`src/flash_prog_defines.svh`:
```
// Timing constants for the flash programming-mode timing sequencer.
// What the document requires
// Pulse counting on the mode-select pin starts no earlier than 7.42 ms.
// Pulse counting ends by 33.8 ms after reset; pulses must fall inside.
// Programmer should centre its pulse train in the counting window.
// Clocked-serial: programmer waits 55.56 ms before the reset command.
// UART: programmer waits 55.62 ms, plus 2^16 periods on crystal clock.
// UART: at least 3.75 ms between the two low-level pulses.
// UART: at least 3.75 ms after the second pulse before commands.
// Each UART low pulse lasts one 00H byte at 9600 bps.
// Every programmer response timeout is at least 3 s.
// Data frames sent 29.63 us apart serial, 26.25 us apart UART.
// Programmer sends the next frame only after the minimum wait.
// Programmer receives the next frame only after the minimum wait.
// Device is ready once the minimum wait after a transfer elapses.
// Serial: 13502.75 us per block after status before data frames.
// Serial: status command after minimum wait; no retry without ACK.
// Commands finish between minimum and maximum; late finish is timeout.
// Chip erase lies within base plus per-block bounds over all blocks.
// Block erase bounds are base plus per-pass plus per-block terms.
// Each 256-byte program unit takes 12781.25 to 140019.13 us.
// Block 0 program takes 103518 to 776321.25 us; others 24393.63 max.
// Erase passes use largest power-of-two group dividing start, fitting.
// UART: programmer enables its receiver before sending the command.
// Programmer sequences supply, mode-select pin and reset release.
// Mode-select pulse phases last between 10 us and 100 us.
`ifndef FLASH_PROG_DEFINES_SVH
`define FLASH_PROG_DEFINES_SVH

`define CLK_PERIOD_NS 8
`define CYC_MIN(ns) (((ns) + `CLK_PERIOD_NS - 1) / `CLK_PERIOD_NS)
`define CYC_MAX(ns) ((ns) / `CLK_PERIOD_NS)
`define DIV_UP(ns, p) (((ns) + (p) - 1) / (p))
`define DIV_DN(ns, p) ((ns) / (p))

`define MODE_CNT_START_NS  7420000
`define MODE_CNT_FINISH_NS 33800000

`define WAIT_DR_CSI_NS      29630
`define WAIT_DR_UART_NS     26250
`define WAIT_DT_CSI_NS      23130
`define WAIT_SF_CSI_NS      75630
`define WAIT_FD1_CSI_NS     13502750
`define WAIT_FD2_SIG_CSI_NS 86630
`define WAIT_FD2_VER_CSI_NS 61000
`define WAIT_FD3_CSI_NS     3075
`define WAIT_FD3_UART_NS    29630
`define WAIT_COM_CSI_NS     36000
`define WAIT_COM_UART_NS    34880

`define CE_BASE_MIN_NS   92770880
`define CE_BASE_MAX_NS   945798500
`define ERASE_BLK_MIN_NS 11788875
`define CE_BLK_MAX_NS    165043250
`define BE_BASE_NS       316750
`define BE_PASS_MIN_NS   13522000
`define BE_PASS_MAX_NS   190196000
`define BE_BLK_MAX_NS    164444500
`define PU_MIN_NS        12781250
`define PU_MAX_NS        140019130
`define PB0_MIN_NS       103518000
`define PB0_MAX_NS       776321250
`define PBN_MAX_NS       24393630

`define MAX_GROUP_LOG2 7
`define MAX_GROUP      128

`endif

```
`src/flash_prog_pkg.sv`:
```
// Types shared by the flash programming-mode timing sequencer.
package flash_prog_pkg;
  typedef enum logic [1:0] {
    CMD_IDLE = 2'h0,
    CMD_PLAN = 2'h1,
    CMD_RUN  = 2'h3,
    CMD_END  = 2'h2
  } cmd_state_t;

  typedef enum logic [1:0] {
    CHIP_ERASE  = 2'h0,
    BLOCK_ERASE = 2'h1,
    PROG_UNIT   = 2'h2,
    PROG_BLOCK  = 2'h3
  } cmd_kind_t;

  typedef enum logic [2:0] {
    XFER_DATA_RX   = 3'h0,
    XFER_DATA_TX   = 3'h1,
    XFER_STATUS_RQ = 3'h2,
    XFER_FD1       = 3'h3,
    XFER_FD2_SIG   = 3'h4,
    XFER_FD2_VER   = 3'h5,
    XFER_FD3       = 3'h6,
    XFER_COM       = 3'h7
  } xfer_kind_t;
endpackage

```
`src/min_wait_timer.sv`:
```
// Down counter that holds off readiness for a loaded number of cycles.
`timescale 1ns/1ps
`default_nettype none
module min_wait_timer (
  // Clock and reset.
  input  wire logic        clk,
  input  wire logic        sys_rst,
  // Load request.
  input  wire logic        load,
  input  wire logic [31:0] load_value,
  // State.
  output logic             ready
);
  logic [31:0] count;
  logic [31:0] next_count;

  always_comb begin
    next_count = count;
    if (load) begin
      next_count = load_value;
    end else if (count != 32'h0) begin
      next_count = count - 32'h1;
    end
  end

  always_ff @(posedge clk or posedge sys_rst) begin
    if (sys_rst) begin
      count <= 32'h0;
    end else begin
      count <= next_count;
    end
  end

  assign ready = (count == 32'h0);
endmodule
`default_nettype wire

```
`src/erase_pass_planner.sv`:
```
// Picks the size of the next simultaneous erase group.
`timescale 1ns/1ps
`default_nettype none
`include "flash_prog_defines.svh"
module erase_pass_planner (
  // Pass request.
  input  wire logic [7:0] start_block,
  input  wire logic [7:0] remaining,
  // Chosen group.
  output logic      [2:0] size_log2,
  output logic      [7:0] size
);
  // Scanning upward keeps the last fitting power of two, the largest one.
  always_comb begin
    size_log2 = 3'h0;
    for (int k = 1; k <= `MAX_GROUP_LOG2; k++) begin
      if (((8'h1 << k) <= remaining) &&
          ((start_block & ((8'h1 << k) - 8'h1)) == 8'h0)) begin
        size_log2 = 3'(k);
      end
    end
    size = 8'h1 << size_log2;
  end
endmodule
`default_nettype wire

```
`src/flash_prog_mode_timing.sv`:
```
// Mode entry counter, link wait gating and command completion windows.
`timescale 1ns/1ps
`default_nettype none
`include "flash_prog_defines.svh"
module flash_prog_mode_timing #(
  // Divides the millisecond-scale counts to shorten runs; 1 is real time.
  parameter logic [31:0] TIME_DIV = 32'h1
) (
  // Clock and reset.
  input  wire logic       clk,
  input  wire logic       sys_rst,
  // Mode entry.
  input  wire logic       flash_mode_select_pin,
  output logic            count_window_open,
  output logic [7:0]      mode_count,
  output logic            mode_count_valid,
  // Link transfer gating.
  input  wire logic       link_uart,
  input  wire logic       xfer_end,
  input  wire logic [2:0] xfer_kind,
  input  wire logic [7:0] xfer_blocks,
  output logic            link_ready,
  // Command request.
  input  wire logic       cmd_start,
  input  wire logic [1:0] cmd_kind,
  input  wire logic [7:0] cmd_first_block,
  input  wire logic [7:0] cmd_block_count,
  input  wire logic       array_done,
  output logic            cmd_busy,
  output logic            cmd_done,
  output logic            cmd_timeout,
  // Erase pass descriptors.
  output logic            erase_pass_valid,
  output logic [7:0]      erase_pass_block,
  output logic [7:0]      erase_pass_size,
  output logic [7:0]      erase_pass_count
);
  localparam logic [31:0] DR_CSI_CYC  = 32'(`CYC_MIN(`WAIT_DR_CSI_NS));
  localparam logic [31:0] DR_UART_CYC = 32'(`CYC_MIN(`WAIT_DR_UART_NS));
  localparam logic [31:0] DT_CSI_CYC  = 32'(`CYC_MIN(`WAIT_DT_CSI_NS));
  localparam logic [31:0] FD3_CSI_CYC = 32'(`CYC_MIN(`WAIT_FD3_CSI_NS));
  localparam logic [31:0] FD3_UART_CYC = 32'(`CYC_MIN(`WAIT_FD3_UART_NS));
  localparam logic [31:0] SF_CSI_CYC = 32'(`CYC_MIN(`WAIT_SF_CSI_NS));
  localparam logic [31:0] FD2_SIG_CYC = 32'(`CYC_MIN(`WAIT_FD2_SIG_CSI_NS));
  localparam logic [31:0] FD2_VER_CYC = 32'(`CYC_MIN(`WAIT_FD2_VER_CSI_NS));
  localparam logic [31:0] COM_CSI_CYC = 32'(`CYC_MIN(`WAIT_COM_CSI_NS));
  localparam logic [31:0] COM_UART_CYC = 32'(`CYC_MIN(`WAIT_COM_UART_NS));
  // The mode window, FD1 wait and command bounds are divided; other link waits stay exact.
  localparam logic [31:0] TICK_NS = 32'(`CLK_PERIOD_NS) * TIME_DIV;
  localparam logic [31:0] MODE_START_CYC =
    32'(`DIV_UP(`MODE_CNT_START_NS, TICK_NS));
  localparam logic [31:0] MODE_FINISH_CYC =
    32'(`DIV_DN(`MODE_CNT_FINISH_NS, TICK_NS));
  localparam logic [31:0] FD1_CSI_CYC =
    32'(`DIV_UP(`WAIT_FD1_CSI_NS, TICK_NS));
  localparam logic [47:0] CE_BASE_MIN_CYC =
    48'(`DIV_UP(`CE_BASE_MIN_NS, TICK_NS));
  localparam logic [47:0] CE_BASE_MAX_CYC =
    48'(`DIV_DN(`CE_BASE_MAX_NS, TICK_NS));
  localparam logic [47:0] BLK_MIN_CYC =
    48'(`DIV_UP(`ERASE_BLK_MIN_NS, TICK_NS));
  localparam logic [47:0] CE_BLK_MAX_CYC =
    48'(`DIV_DN(`CE_BLK_MAX_NS, TICK_NS));
  localparam logic [47:0] BE_BASE_MIN_CYC =
    48'(`DIV_UP(`BE_BASE_NS, TICK_NS));
  localparam logic [47:0] BE_BASE_MAX_CYC =
    48'(`DIV_DN(`BE_BASE_NS, TICK_NS));
  localparam logic [47:0] BE_PASS_MIN_CYC =
    48'(`DIV_UP(`BE_PASS_MIN_NS, TICK_NS));
  localparam logic [47:0] BE_PASS_MAX_CYC =
    48'(`DIV_DN(`BE_PASS_MAX_NS, TICK_NS));
  localparam logic [47:0] BE_BLK_MAX_CYC =
    48'(`DIV_DN(`BE_BLK_MAX_NS, TICK_NS));
  localparam logic [47:0] PU_MIN_CYC =
    48'(`DIV_UP(`PU_MIN_NS, TICK_NS));
  localparam logic [47:0] PU_MAX_CYC =
    48'(`DIV_DN(`PU_MAX_NS, TICK_NS));
  localparam logic [47:0] PB0_MIN_CYC =
    48'(`DIV_UP(`PB0_MIN_NS, TICK_NS));
  localparam logic [47:0] PB0_MAX_CYC =
    48'(`DIV_DN(`PB0_MAX_NS, TICK_NS));
  localparam logic [47:0] PBN_MAX_CYC =
    48'(`DIV_DN(`PBN_MAX_NS, TICK_NS));

  ////////////////////////////////////////////////////////////////////////////
  // Mode entry pulse counter.

  logic [31:0] win_cnt;
  logic [31:0] next_win_cnt;
  logic        pin_prev;
  logic [7:0]  next_mode_count;
  logic        next_mode_count_valid;
  logic        pin_rise;
  logic        in_window;

  assign pin_rise  = flash_mode_select_pin && !pin_prev;
  assign in_window = (win_cnt >= MODE_START_CYC) &&
                     (win_cnt < MODE_FINISH_CYC);

  always_comb begin
    next_win_cnt          = win_cnt;
    next_mode_count       = mode_count;
    next_mode_count_valid = mode_count_valid;
    if (win_cnt < MODE_FINISH_CYC) begin
      next_win_cnt = win_cnt + 32'h1;
    end else begin
      next_mode_count_valid = 1'b1;
    end
    // Edges outside the window are ignored, so early bounce is harmless.
    if (pin_rise && in_window && mode_count != 8'hff) begin
      next_mode_count = mode_count + 8'h1;
    end
  end

  always_ff @(posedge clk or posedge sys_rst) begin
    if (sys_rst) begin
      win_cnt          <= 32'h0;
      pin_prev         <= 1'b0;
      mode_count       <= 8'h0;
      mode_count_valid <= 1'b0;
    end else begin
      win_cnt          <= next_win_cnt;
      pin_prev         <= flash_mode_select_pin;
      mode_count       <= next_mode_count;
      mode_count_valid <= next_mode_count_valid;
    end
  end

  assign count_window_open = in_window;

  ////////////////////////////////////////////////////////////////////////////
  // Minimum wait after each transfer.

  logic [31:0] wait_load;

  always_comb begin
    wait_load = 32'h0;
    unique case (flash_prog_pkg::xfer_kind_t'(xfer_kind))
      flash_prog_pkg::XFER_DATA_RX: begin
        wait_load = link_uart ? DR_UART_CYC : DR_CSI_CYC;
      end
      flash_prog_pkg::XFER_DATA_TX: begin
        wait_load = link_uart ? 32'h0 : DT_CSI_CYC;
      end
      flash_prog_pkg::XFER_STATUS_RQ: begin
        wait_load = link_uart ? 32'h0 : SF_CSI_CYC;
      end
      flash_prog_pkg::XFER_FD1: begin
        // The per-block product fits 32 bits for up to 255 blocks.
        wait_load = link_uart ? 32'h0 :
                    32'(FD1_CSI_CYC * 32'(xfer_blocks));
      end
      flash_prog_pkg::XFER_FD2_SIG: begin
        wait_load = link_uart ? 32'h0 : FD2_SIG_CYC;
      end
      flash_prog_pkg::XFER_FD2_VER: begin
        wait_load = link_uart ? 32'h0 : FD2_VER_CYC;
      end
      flash_prog_pkg::XFER_FD3: begin
        wait_load = link_uart ? FD3_UART_CYC : FD3_CSI_CYC;
      end
      flash_prog_pkg::XFER_COM: begin
        wait_load = link_uart ? COM_UART_CYC : COM_CSI_CYC;
      end
    endcase
  end

  min_wait_timer u_link_wait (
    .clk        (clk),
    .sys_rst    (sys_rst),
    .load       (xfer_end),
    .load_value (wait_load),
    .ready      (link_ready)
  );

  ////////////////////////////////////////////////////////////////////////////
  // Command completion window and erase pass walk.

  flash_prog_pkg::cmd_state_t state;
  flash_prog_pkg::cmd_state_t next_state;
  flash_prog_pkg::cmd_kind_t  kind;
  flash_prog_pkg::cmd_kind_t  next_kind;
  logic [7:0]  first_block, next_first_block;
  logic [7:0]  blk_total, next_blk_total;
  logic [7:0]  pass_block, next_pass_block;
  logic [7:0]  remaining, next_remaining;
  logic [47:0] min_bound, next_min_bound;
  logic [47:0] max_bound, next_max_bound;
  logic [47:0] elapsed, next_elapsed;
  logic        done_pend, next_done_pend;
  logic        next_cmd_done;
  logic        next_cmd_timeout;
  logic        next_pass_valid;
  logic [7:0]  next_pass_blk;
  logic [7:0]  next_pass_size;
  logic [7:0]  next_pass_count;
  logic [2:0]  plan_log2;
  logic [7:0]  plan_size;

  erase_pass_planner u_planner (
    .start_block (pass_block),
    .remaining   (remaining),
    .size_log2   (plan_log2),
    .size        (plan_size)
  );

  always_comb begin
    next_state       = state;
    next_kind        = kind;
    next_first_block = first_block;
    next_blk_total   = blk_total;
    next_pass_block  = pass_block;
    next_remaining   = remaining;
    next_min_bound   = min_bound;
    next_max_bound   = max_bound;
    next_elapsed     = elapsed;
    next_done_pend   = done_pend;
    next_cmd_done    = 1'b0;
    next_cmd_timeout = 1'b0;
    next_pass_valid  = 1'b0;
    next_pass_blk    = erase_pass_block;
    next_pass_size   = erase_pass_size;
    next_pass_count  = erase_pass_count;
    unique case (state)
      flash_prog_pkg::CMD_IDLE: begin
        if (cmd_start) begin
          next_kind        = flash_prog_pkg::cmd_kind_t'(cmd_kind);
          next_first_block = cmd_first_block;
          next_blk_total   = cmd_block_count;
          next_pass_block  = cmd_first_block;
          next_remaining   = cmd_block_count;
          next_elapsed     = 48'h0;
          next_done_pend   = 1'b0;
          next_pass_count  = 8'h0;
          next_state       = flash_prog_pkg::CMD_RUN;
          unique case (flash_prog_pkg::cmd_kind_t'(cmd_kind))
            flash_prog_pkg::CHIP_ERASE: begin
              next_min_bound = CE_BASE_MIN_CYC +
                               48'(cmd_block_count) * BLK_MIN_CYC;
              next_max_bound = CE_BASE_MAX_CYC +
                               48'(cmd_block_count) * CE_BLK_MAX_CYC;
            end
            flash_prog_pkg::BLOCK_ERASE: begin
              next_min_bound = BE_BASE_MIN_CYC;
              next_max_bound = BE_BASE_MAX_CYC;
              if (cmd_block_count != 8'h0) begin
                next_state = flash_prog_pkg::CMD_PLAN;
              end
            end
            flash_prog_pkg::PROG_UNIT: begin
              next_min_bound = PU_MIN_CYC;
              next_max_bound = PU_MAX_CYC;
            end
            flash_prog_pkg::PROG_BLOCK: begin
              next_min_bound = (cmd_first_block == 8'h0) ?
                               PB0_MIN_CYC : 48'h1;
              next_max_bound = (cmd_first_block == 8'h0) ?
                               PB0_MAX_CYC : PBN_MAX_CYC;
            end
          endcase
        end
      end
      flash_prog_pkg::CMD_PLAN: begin
        // One pass is issued, then the array must finish it before the next.
        next_elapsed    = elapsed + 48'h1;
        next_pass_valid = 1'b1;
        next_pass_blk   = pass_block;
        next_pass_size  = plan_size;
        next_pass_count = erase_pass_count + 8'h1;
        next_min_bound  = min_bound + BE_PASS_MIN_CYC +
                          (BLK_MIN_CYC << plan_log2);
        next_max_bound  = max_bound + BE_PASS_MAX_CYC +
                          (BE_BLK_MAX_CYC << plan_log2);
        next_pass_block = pass_block + plan_size;
        next_remaining  = remaining - plan_size;
        next_state      = flash_prog_pkg::CMD_RUN;
      end
      flash_prog_pkg::CMD_RUN: begin
        next_elapsed = elapsed + 48'h1;
        if (array_done && kind == flash_prog_pkg::BLOCK_ERASE &&
            remaining != 8'h0) begin
          next_state = flash_prog_pkg::CMD_PLAN;
        end else if ((array_done || done_pend) &&
                     elapsed >= min_bound) begin
          next_cmd_done = 1'b1;
          next_state    = flash_prog_pkg::CMD_END;
        end else if (elapsed >= max_bound) begin
          next_cmd_timeout = 1'b1;
          next_state       = flash_prog_pkg::CMD_END;
        end else if (array_done) begin
          // An early finish is held back until the minimum has passed.
          next_done_pend = 1'b1;
        end
      end
      flash_prog_pkg::CMD_END: begin
        next_state = flash_prog_pkg::CMD_IDLE;
      end
    endcase
  end

  always_ff @(posedge clk or posedge sys_rst) begin
    if (sys_rst) begin
      state            <= flash_prog_pkg::CMD_IDLE;
      kind             <= flash_prog_pkg::CHIP_ERASE;
      first_block      <= 8'h0;
      blk_total        <= 8'h0;
      pass_block       <= 8'h0;
      remaining        <= 8'h0;
      min_bound        <= 48'h0;
      max_bound        <= 48'h0;
      elapsed          <= 48'h0;
      done_pend        <= 1'b0;
      cmd_done         <= 1'b0;
      cmd_timeout      <= 1'b0;
      erase_pass_valid <= 1'b0;
      erase_pass_block <= 8'h0;
      erase_pass_size  <= 8'h0;
      erase_pass_count <= 8'h0;
    end else begin
      state            <= next_state;
      kind             <= next_kind;
      first_block      <= next_first_block;
      blk_total        <= next_blk_total;
      pass_block       <= next_pass_block;
      remaining        <= next_remaining;
      min_bound        <= next_min_bound;
      max_bound        <= next_max_bound;
      elapsed          <= next_elapsed;
      done_pend        <= next_done_pend;
      cmd_done         <= next_cmd_done;
      cmd_timeout      <= next_cmd_timeout;
      erase_pass_valid <= next_pass_valid;
      erase_pass_block <= next_pass_blk;
      erase_pass_size  <= next_pass_size;
      erase_pass_count <= next_pass_count;
    end
  end

  assign cmd_busy = (state != flash_prog_pkg::CMD_IDLE);
endmodule
`default_nettype wire

```
`config.mk`:
```
export PLATFORM = sky130hd
export DESIGN_NAME = flash_prog_mode_timing
export DESIGN_NICKNAME = d
export VERILOG_FILES = /design/src/flash_prog_pkg.sv /design/src/min_wait_timer.sv /design/src/erase_pass_planner.sv /design/src/flash_prog_mode_timing.sv
export VERILOG_INCLUDE_DIRS = /design/src
export SDC_FILE = /design/constraint.sdc
export NUM_CORES = 2
export LEC_CHECK = 0
export CAP_MARGIN = 0
export CELL_PAD_IN_SITES_DETAIL_PLACEMENT = 0
export CELL_PAD_IN_SITES_GLOBAL_PLACEMENT = 1
export CORE_MARGIN = 2
export CORE_UTILIZATION = 33
export CTS_CLUSTER_SIZE = 24
export DETAILED_ROUTE_END_ITERATION = 8
export DONT_BUFFER_PORTS = 1
export PLACE_DENSITY = 0.69
export REMOVE_ABC_BUFFERS = 1
export SETUP_SLACK_MARGIN = 0.3
export SLEW_MARGIN = 10
export SYNTH_ARGS = -nofsm -noshare
export SYNTH_HDL_FRONTEND = slang
export SYNTH_SLANG_ARGS = --single-unit
```
`constraint.sdc`:
```
create_clock -name clk -period 8.51 [get_ports clk]
set_input_delay 0.851 -clock clk [delete_from_list [all_inputs] [get_ports clk]]
set_output_delay 0.851 -clock clk [all_outputs]
set_load 0.02 [all_outputs]
```
---- Yosys cells after proc, flatten, opt, wreduce, memory -nomap -nowiden ----
Index checks and enable logic that the tools add are counted.
storage, ports and cells
  register bits ........................... 266
  output and inout port bits .............. 39
operators by class
  add/subtract/negate cells ............... 13
  $mul .................................... 3
  $lt $le $gt $ge ......................... 11
  equal/unequal tests ..................... 21
  shift-type cells ........................ 3
  muxes and demuxes ....................... 55
  reduce and logical (&&, ||, !) cells .... 42
operators with widths
  operator                                               count
  case mux 48 bit (4 select lines)                       2
  case mux 48 bit (2 select lines)                       3
  case mux 32 bit (8 select lines)                       1
  two-way mux 48 bit                                     3
  adder 48 bit                                           2
  >= comparator 48 bit                                   2
  zero test 8 bit                                        8
  two-way mux 32 bit                                     2
  adder 48 x 1 -> 48 bit, second input constant          1
  adder 48 x 21 -> 48 bit, second input constant         1
  adder 48 x 25 -> 48 bit, second input constant         1
  case mux 8 bit (2 select lines)                        3
  left shift 21 x 3 -> 48 bit, first input constant      1
  left shift 25 x 3 -> 48 bit, first input constant      1
  adder 27 x 33 -> 34 bit, first input constant          1
  adder 32 x 1 -> 32 bit, second input constant          1
  >= comparator 32 x 20 -> 1 bit, second input constant  1
  zero test 32 bit                                       1
  < comparator 32 x 23 -> 1 bit, second input constant   1
  multiplier 8 x 24 -> 32 bit, second input constant     1
  two-way mux 8 bit                                      4
  nonzero test 32 bit                                    1
  subtractor 32 x 1 -> 32 bit, second input constant     1
  adder 24 x 29 -> 30 bit, first input constant          1
  other kinds (43)                                       104

---- Depth between registers and ports, before layout ----
  depth in word-level cells ............... 12
  depth in mapped cells ................... 29

---- By module ----
From an unflattened synthesis, not the netlist that was laid out.
second synthesis, totals
  cells, all modules ...................... 3372
  area, all modules ....................... 28751.3 um2
by module, submodules not included
  module                  times used  cells each  area each (um2)  seq. area each (um2)
  flash_prog_mode_timing  1           3132        26529.2          5855.6
  min_wait_timer          1           207         2013.2           800.8
  erase_pass_planner      1           33          209.0            0.0

---- Worst setup path before layout ----
OpenSTA, ideal clock, no wires.
  path type ............................... input to register
  from .................................... in cmd_block_count[5]
  to ...................................... reg max_bound[31]
  library setup time ...................... 0.126 ns
  data arrival time ....................... 5.650 ns
  required time ........................... 8.384 ns
  setup slack ............................. 2.734 ns
  stages .................................. 20
  path buffers ............................ 1
  cells stage by stage .................... ha_1 > inv_1 > fa_1 > inv_1 > fa_1 > inv_1 > fa_1 > inv_1 > ha_1 > clkbuf_1 > o21a_1 > a2bb2oi_1 > nand3_1 > a211oi_1 > nor3_1 > a311oi_1 > o2111a_1 > o211ai_2 > xnor2_1 > a221o_1
between the ends
  cells in the longest elaborated chain, start to end .. 5
RTL lines
  item                              RTL line                       RTL
  from (decl)                       flash_prog_mode_timing.sv:27   input wire logic [7:0] cmd_block_count,
  multiplier 8 x 24 -> 32 bit       flash_prog_mode_timing.sv:241  48'(cmd_block_count) * CE_BLK_MAX_CYC;
  adder 27 x 33 -> 34 bit           flash_prog_mode_timing.sv:240  next_max_bound = CE_BASE_MAX_CYC +
  case mux 48 bit (4 select lines)  flash_prog_mode_timing.sv:236  unique case (flash_prog_pkg::cmd_kind_t'(cmd_kind))
  two-way mux 48 bit                flash_prog_mode_timing.sv:226  if (cmd_start) begin
  case mux 48 bit (2 select lines)  flash_prog_mode_timing.sv:224  unique case (state)
  to (signal assigned)              flash_prog_mode_timing.sv:327  max_bound <= next_max_bound;
  to (decl)                         flash_prog_mode_timing.sv:188  logic [47:0] max_bound, next_max_bound;
No other way between the ends. The select of a mux whose other input is x is not followed.
A chain may end at the register's enable or synchronous reset.

---- Worst setup path in the final report ----
  from .................................... reg remaining[5]
  to ...................................... reg min_bound[32]
between the ends
  cells in the longest elaborated chain, start to end .. 12
  elaborated cells on any way between the ends .. 24
RTL lines
  item                                RTL line                       RTL
  from (decl)                         flash_prog_mode_timing.sv:186  logic [7:0] remaining, next_remaining;
  from (signal assigned)              flash_prog_mode_timing.sv:325  remaining <= next_remaining;
  <= comparator 2 x 8 -> 1 bit        erase_pass_planner.sv:17       if (((8'h1 << k) <= remaining) &&
  logical AND 1 bit                   erase_pass_planner.sv:17
  two-way mux 1 bit                   erase_pass_planner.sv:17
  two-way mux 3 bit (5 in series)     erase_pass_planner.sv:17
  two-way mux 3 bit *                 erase_pass_planner.sv:17
  left shift 21 x 3 -> 48 bit *       flash_prog_mode_timing.sv:271  (BLK_MIN_CYC << plan_log2);
  adder 48 bit *                      flash_prog_mode_timing.sv:270  next_min_bound = min_bound + BE_PASS_MIN_CYC +
  case mux 48 bit (2 select lines) *  flash_prog_mode_timing.sv:224
  to (signal assigned)                flash_prog_mode_timing.sv:326  min_bound <= next_min_bound;
  to (decl)                           flash_prog_mode_timing.sv:187  logic [47:0] min_bound, next_min_bound;
Every way passes the cells marked *; elsewhere a longest branch is shown, timed or not.

==> metrics <==
status complete, no violations; TritonCTS buffer count 35; # fillers 8915; DRC 0; EDFF count, synth 0; final wirelength 86300 um; worst skew pair latency 0.56 ns; cell taking the most area after synthesis dfrtp_1; post-synthesis area per instance 8.50 um2; critical path's top delay family simple AND/OR/NAND/NOR gates; Max clock buf depth 3; mapped cell area 28700 um2; via density per instance 5.37; post-synth top area share 23.2%; Slew headroom 26.9%; Post-DRT Antenna Nets 0; CP Max Fanout 9; Post-CTS Setup Bufs 0; via count 24145; clk sinks 266; clock period minus worst slack 6.73 ns; post-CTS sizing 0; hold buffers post-CTS 0; WL/cell 19.2 um; Worst Path Required 8.92 ns; Final Skew 0.0428 ns; Synth Register Bits 266; sequential share of the synthesized area 23.2%; Setup TNS 0 ns; 1st-pass router iterations 7; CP peak stage delay 0.70 ns; Worst Path Arrival 7.15 ns; Die X-Extent 299 um; CTS tree yes; Hold Violations, Final 0; Hold Path Class input pin to register; starting density of the core 33.2%; cell mode on critical path nand2_1; GRT Total Usage 19.1%; first-pass GRT wire length 135000 um; core footprint 86300 um2; gpl congestion 0.902; Worst-Margin Slew 1.09 ns; die area 89200 um2; largest cells by area after synthesis dfrtp_1 (23%), ha_1 (20%), fa_1 (6.5%); crit share post-route 79.1%; fmax 0.149 GHz; Worst-path clk slew 0.06 ns; Max Cap Viol 0; Synth-to-Final Area Change 8.31%; Bufs and invs on worst path 3; share of synthesized registers carrying an async set or reset 100%; RSZ-0062 raised after global routing no; Die H 299 um; synth unique cells 91; antenna cells 0; number of global-route vias before repair 23294; first-iteration detailed-routing DRC count 1868; H-Tree Depth 2; Syn Inst Count 3370; warnings from Yosys 0; Layout Nets 3898; Synth Flop Type dfrtp_1; CP Launch Type register; Critical Path End Type register; GR Overflow Total 0; pin count of the biggest net entering global routing 155; layout cells sized above 1 3.59%; initial antenna violation count 2; worst-path cell with the longest stage delay nor3_2; FP Rows 108; PortBufs 0; Root Buffer clkbuf_16; Post-DP HPWL 67300 um; # setup viols final 0; Worst Path Class, Setup register to register; Slew Limit Fails 0; I/O pin cnt 75
cell type report:
type                       count  area, um2  share of cell area [%]
clock inverter                 9        124                   0.399
tap                         1155       1450                    4.66
inverter                     399       1510                    4.85
clock buffer                  50       1030                    3.33
multi-input combinational   2599      20100                    64.8
sequential                   266       6660                    21.4
timing repair buffer          18        148                   0.476
Yosys cell counts, drive strengths merged, types with 26 or more instances:
master	n
a22oi	34
clkbuf	90
inv	399
and3	29
nor3	80
o211ai	38
fa	93
a211oi	26
ha	450
a21o	89
o21a	30
nand4	52
or3	29
nor4	28
o31ai	32
dfrtp	266
nand2	281
o21ai	211
nand3	118
nor2b	34
nand2b	44
xnor2	123
nor2	172
mux2i	46
a21oi	193
xor2	74
logic make-up (layout without fill, tap and decap cells):
kind of cell,Yosys count,in the layout,synth area share (%)
AND/OR/NAND/NOR,953,953,16.6
AO/OA/AOI/OAI,855,855,19.6
adder cells (fa/ha/maj),543,543,26.1
buffers and inverters,505,476,6.62
flip-flops,266,266,23.2
XOR/XNOR,197,197,6.02
multiplexers,51,51,1.80
flip-flops by register name, summed over array words and instances (netlist names), 8 cells and up:
name               flops
elapsed               48
erase_pass_block       8
erase_pass_count       8
erase_pass_size        8
max_bound             48
min_bound             48
mode_count             8
pass_block             8
remaining              8
u_link_wait.count     32
win_cnt               32
final timing paths:
kind,start,endpoint,slack (ns),cells past startpoint
max in group asynchronous,sys_rst,erase_pass_block[5],6.76,2
worst max-delay path,remaining[5],min_bound[32],1.78,26
min in group asynchronous,sys_rst,u_link_wait.count[28],0.35,1
worst min-delay path,flash_mode_select_pin,pin_prev,0.34,0
worst max register to register,remaining[5],min_bound[32],1.78,26
worst min register to register,win_cnt[28],win_cnt[28],0.37,0
worst register-to-register path, delay by kind of cell, from the launching register on:
kind / cells / cell delay [ns]
fa+ha+maj: 3 / 0.86
buf+inv: 3 / 0.40
simple gates: 11 / 2.43
mux: 1 / 0.17
flops: 1 / 0.42
compound gates: 8 / 2.30
routing by layer:
layer | global-route usage [%] | share of wire (%) | vias to the layer above
met5 | 0 | 0.031 | -
met4 | 4.79 | 2.3 | 4
met3 | 2.96 | 5.4 | 90
met2 | 29.0 | 43 | 537
met1 | 28.3 | 50 | 11594
li1 | - | - | 11920
per-stage QoR:
| stage | util [%] | cells | hold WS, ns | area [um2] | setup slack [ns] |
|---|---|---|---|---|---|
| 2_1_floorplan | - | 3264 | 0.346 | 28300 | 0.334 |
| 3_3_place_gp | 34.6 | 4437 | 0.357 | 29900 | 1.82 |
| 3_5_place_dp | 34.6 | 4437 | 0.360 | 29900 | 1.81 |
| 4_1_cts | 35.9 | 4496 | 0.305 | 31000 | 1.82 |
| 5_1_grt | 35.9 | 4496 | 0.314 | 31000 | 1.22 |
| 6_report | 35.9 | 4496 | 0.344 | 31000 | 1.78 |
placed cells by master, fill, tap and decap left out, drive strengths merged, types with 10 or more instances in the layout:
cell    instances
ha            450
inv           400
nand2         281
dfrtp         266
o21ai         211
a21oi         193
nor2          172
xnor2         123
nand3         118
fa             93
a21o           89
nor3           80
xor2           74
nand4          52
clkbuf         50
mux2i          46
nand2b         44
o211ai         38
a22oi          34
nor2b          34
o31ai          32
o21a           30
and3           29
or3            29
nor4           28
a211oi         26
o22ai          20
and2           20
o21bai         19
buf            18
a31oi          17
or2            15
o221ai         13
a221oi         13
and4           12
or4            12
a211o          11
o311ai         10
Power is not shown: default switching activity piles up to over one toggle a cycle in this logic, so the estimate is an artifact.
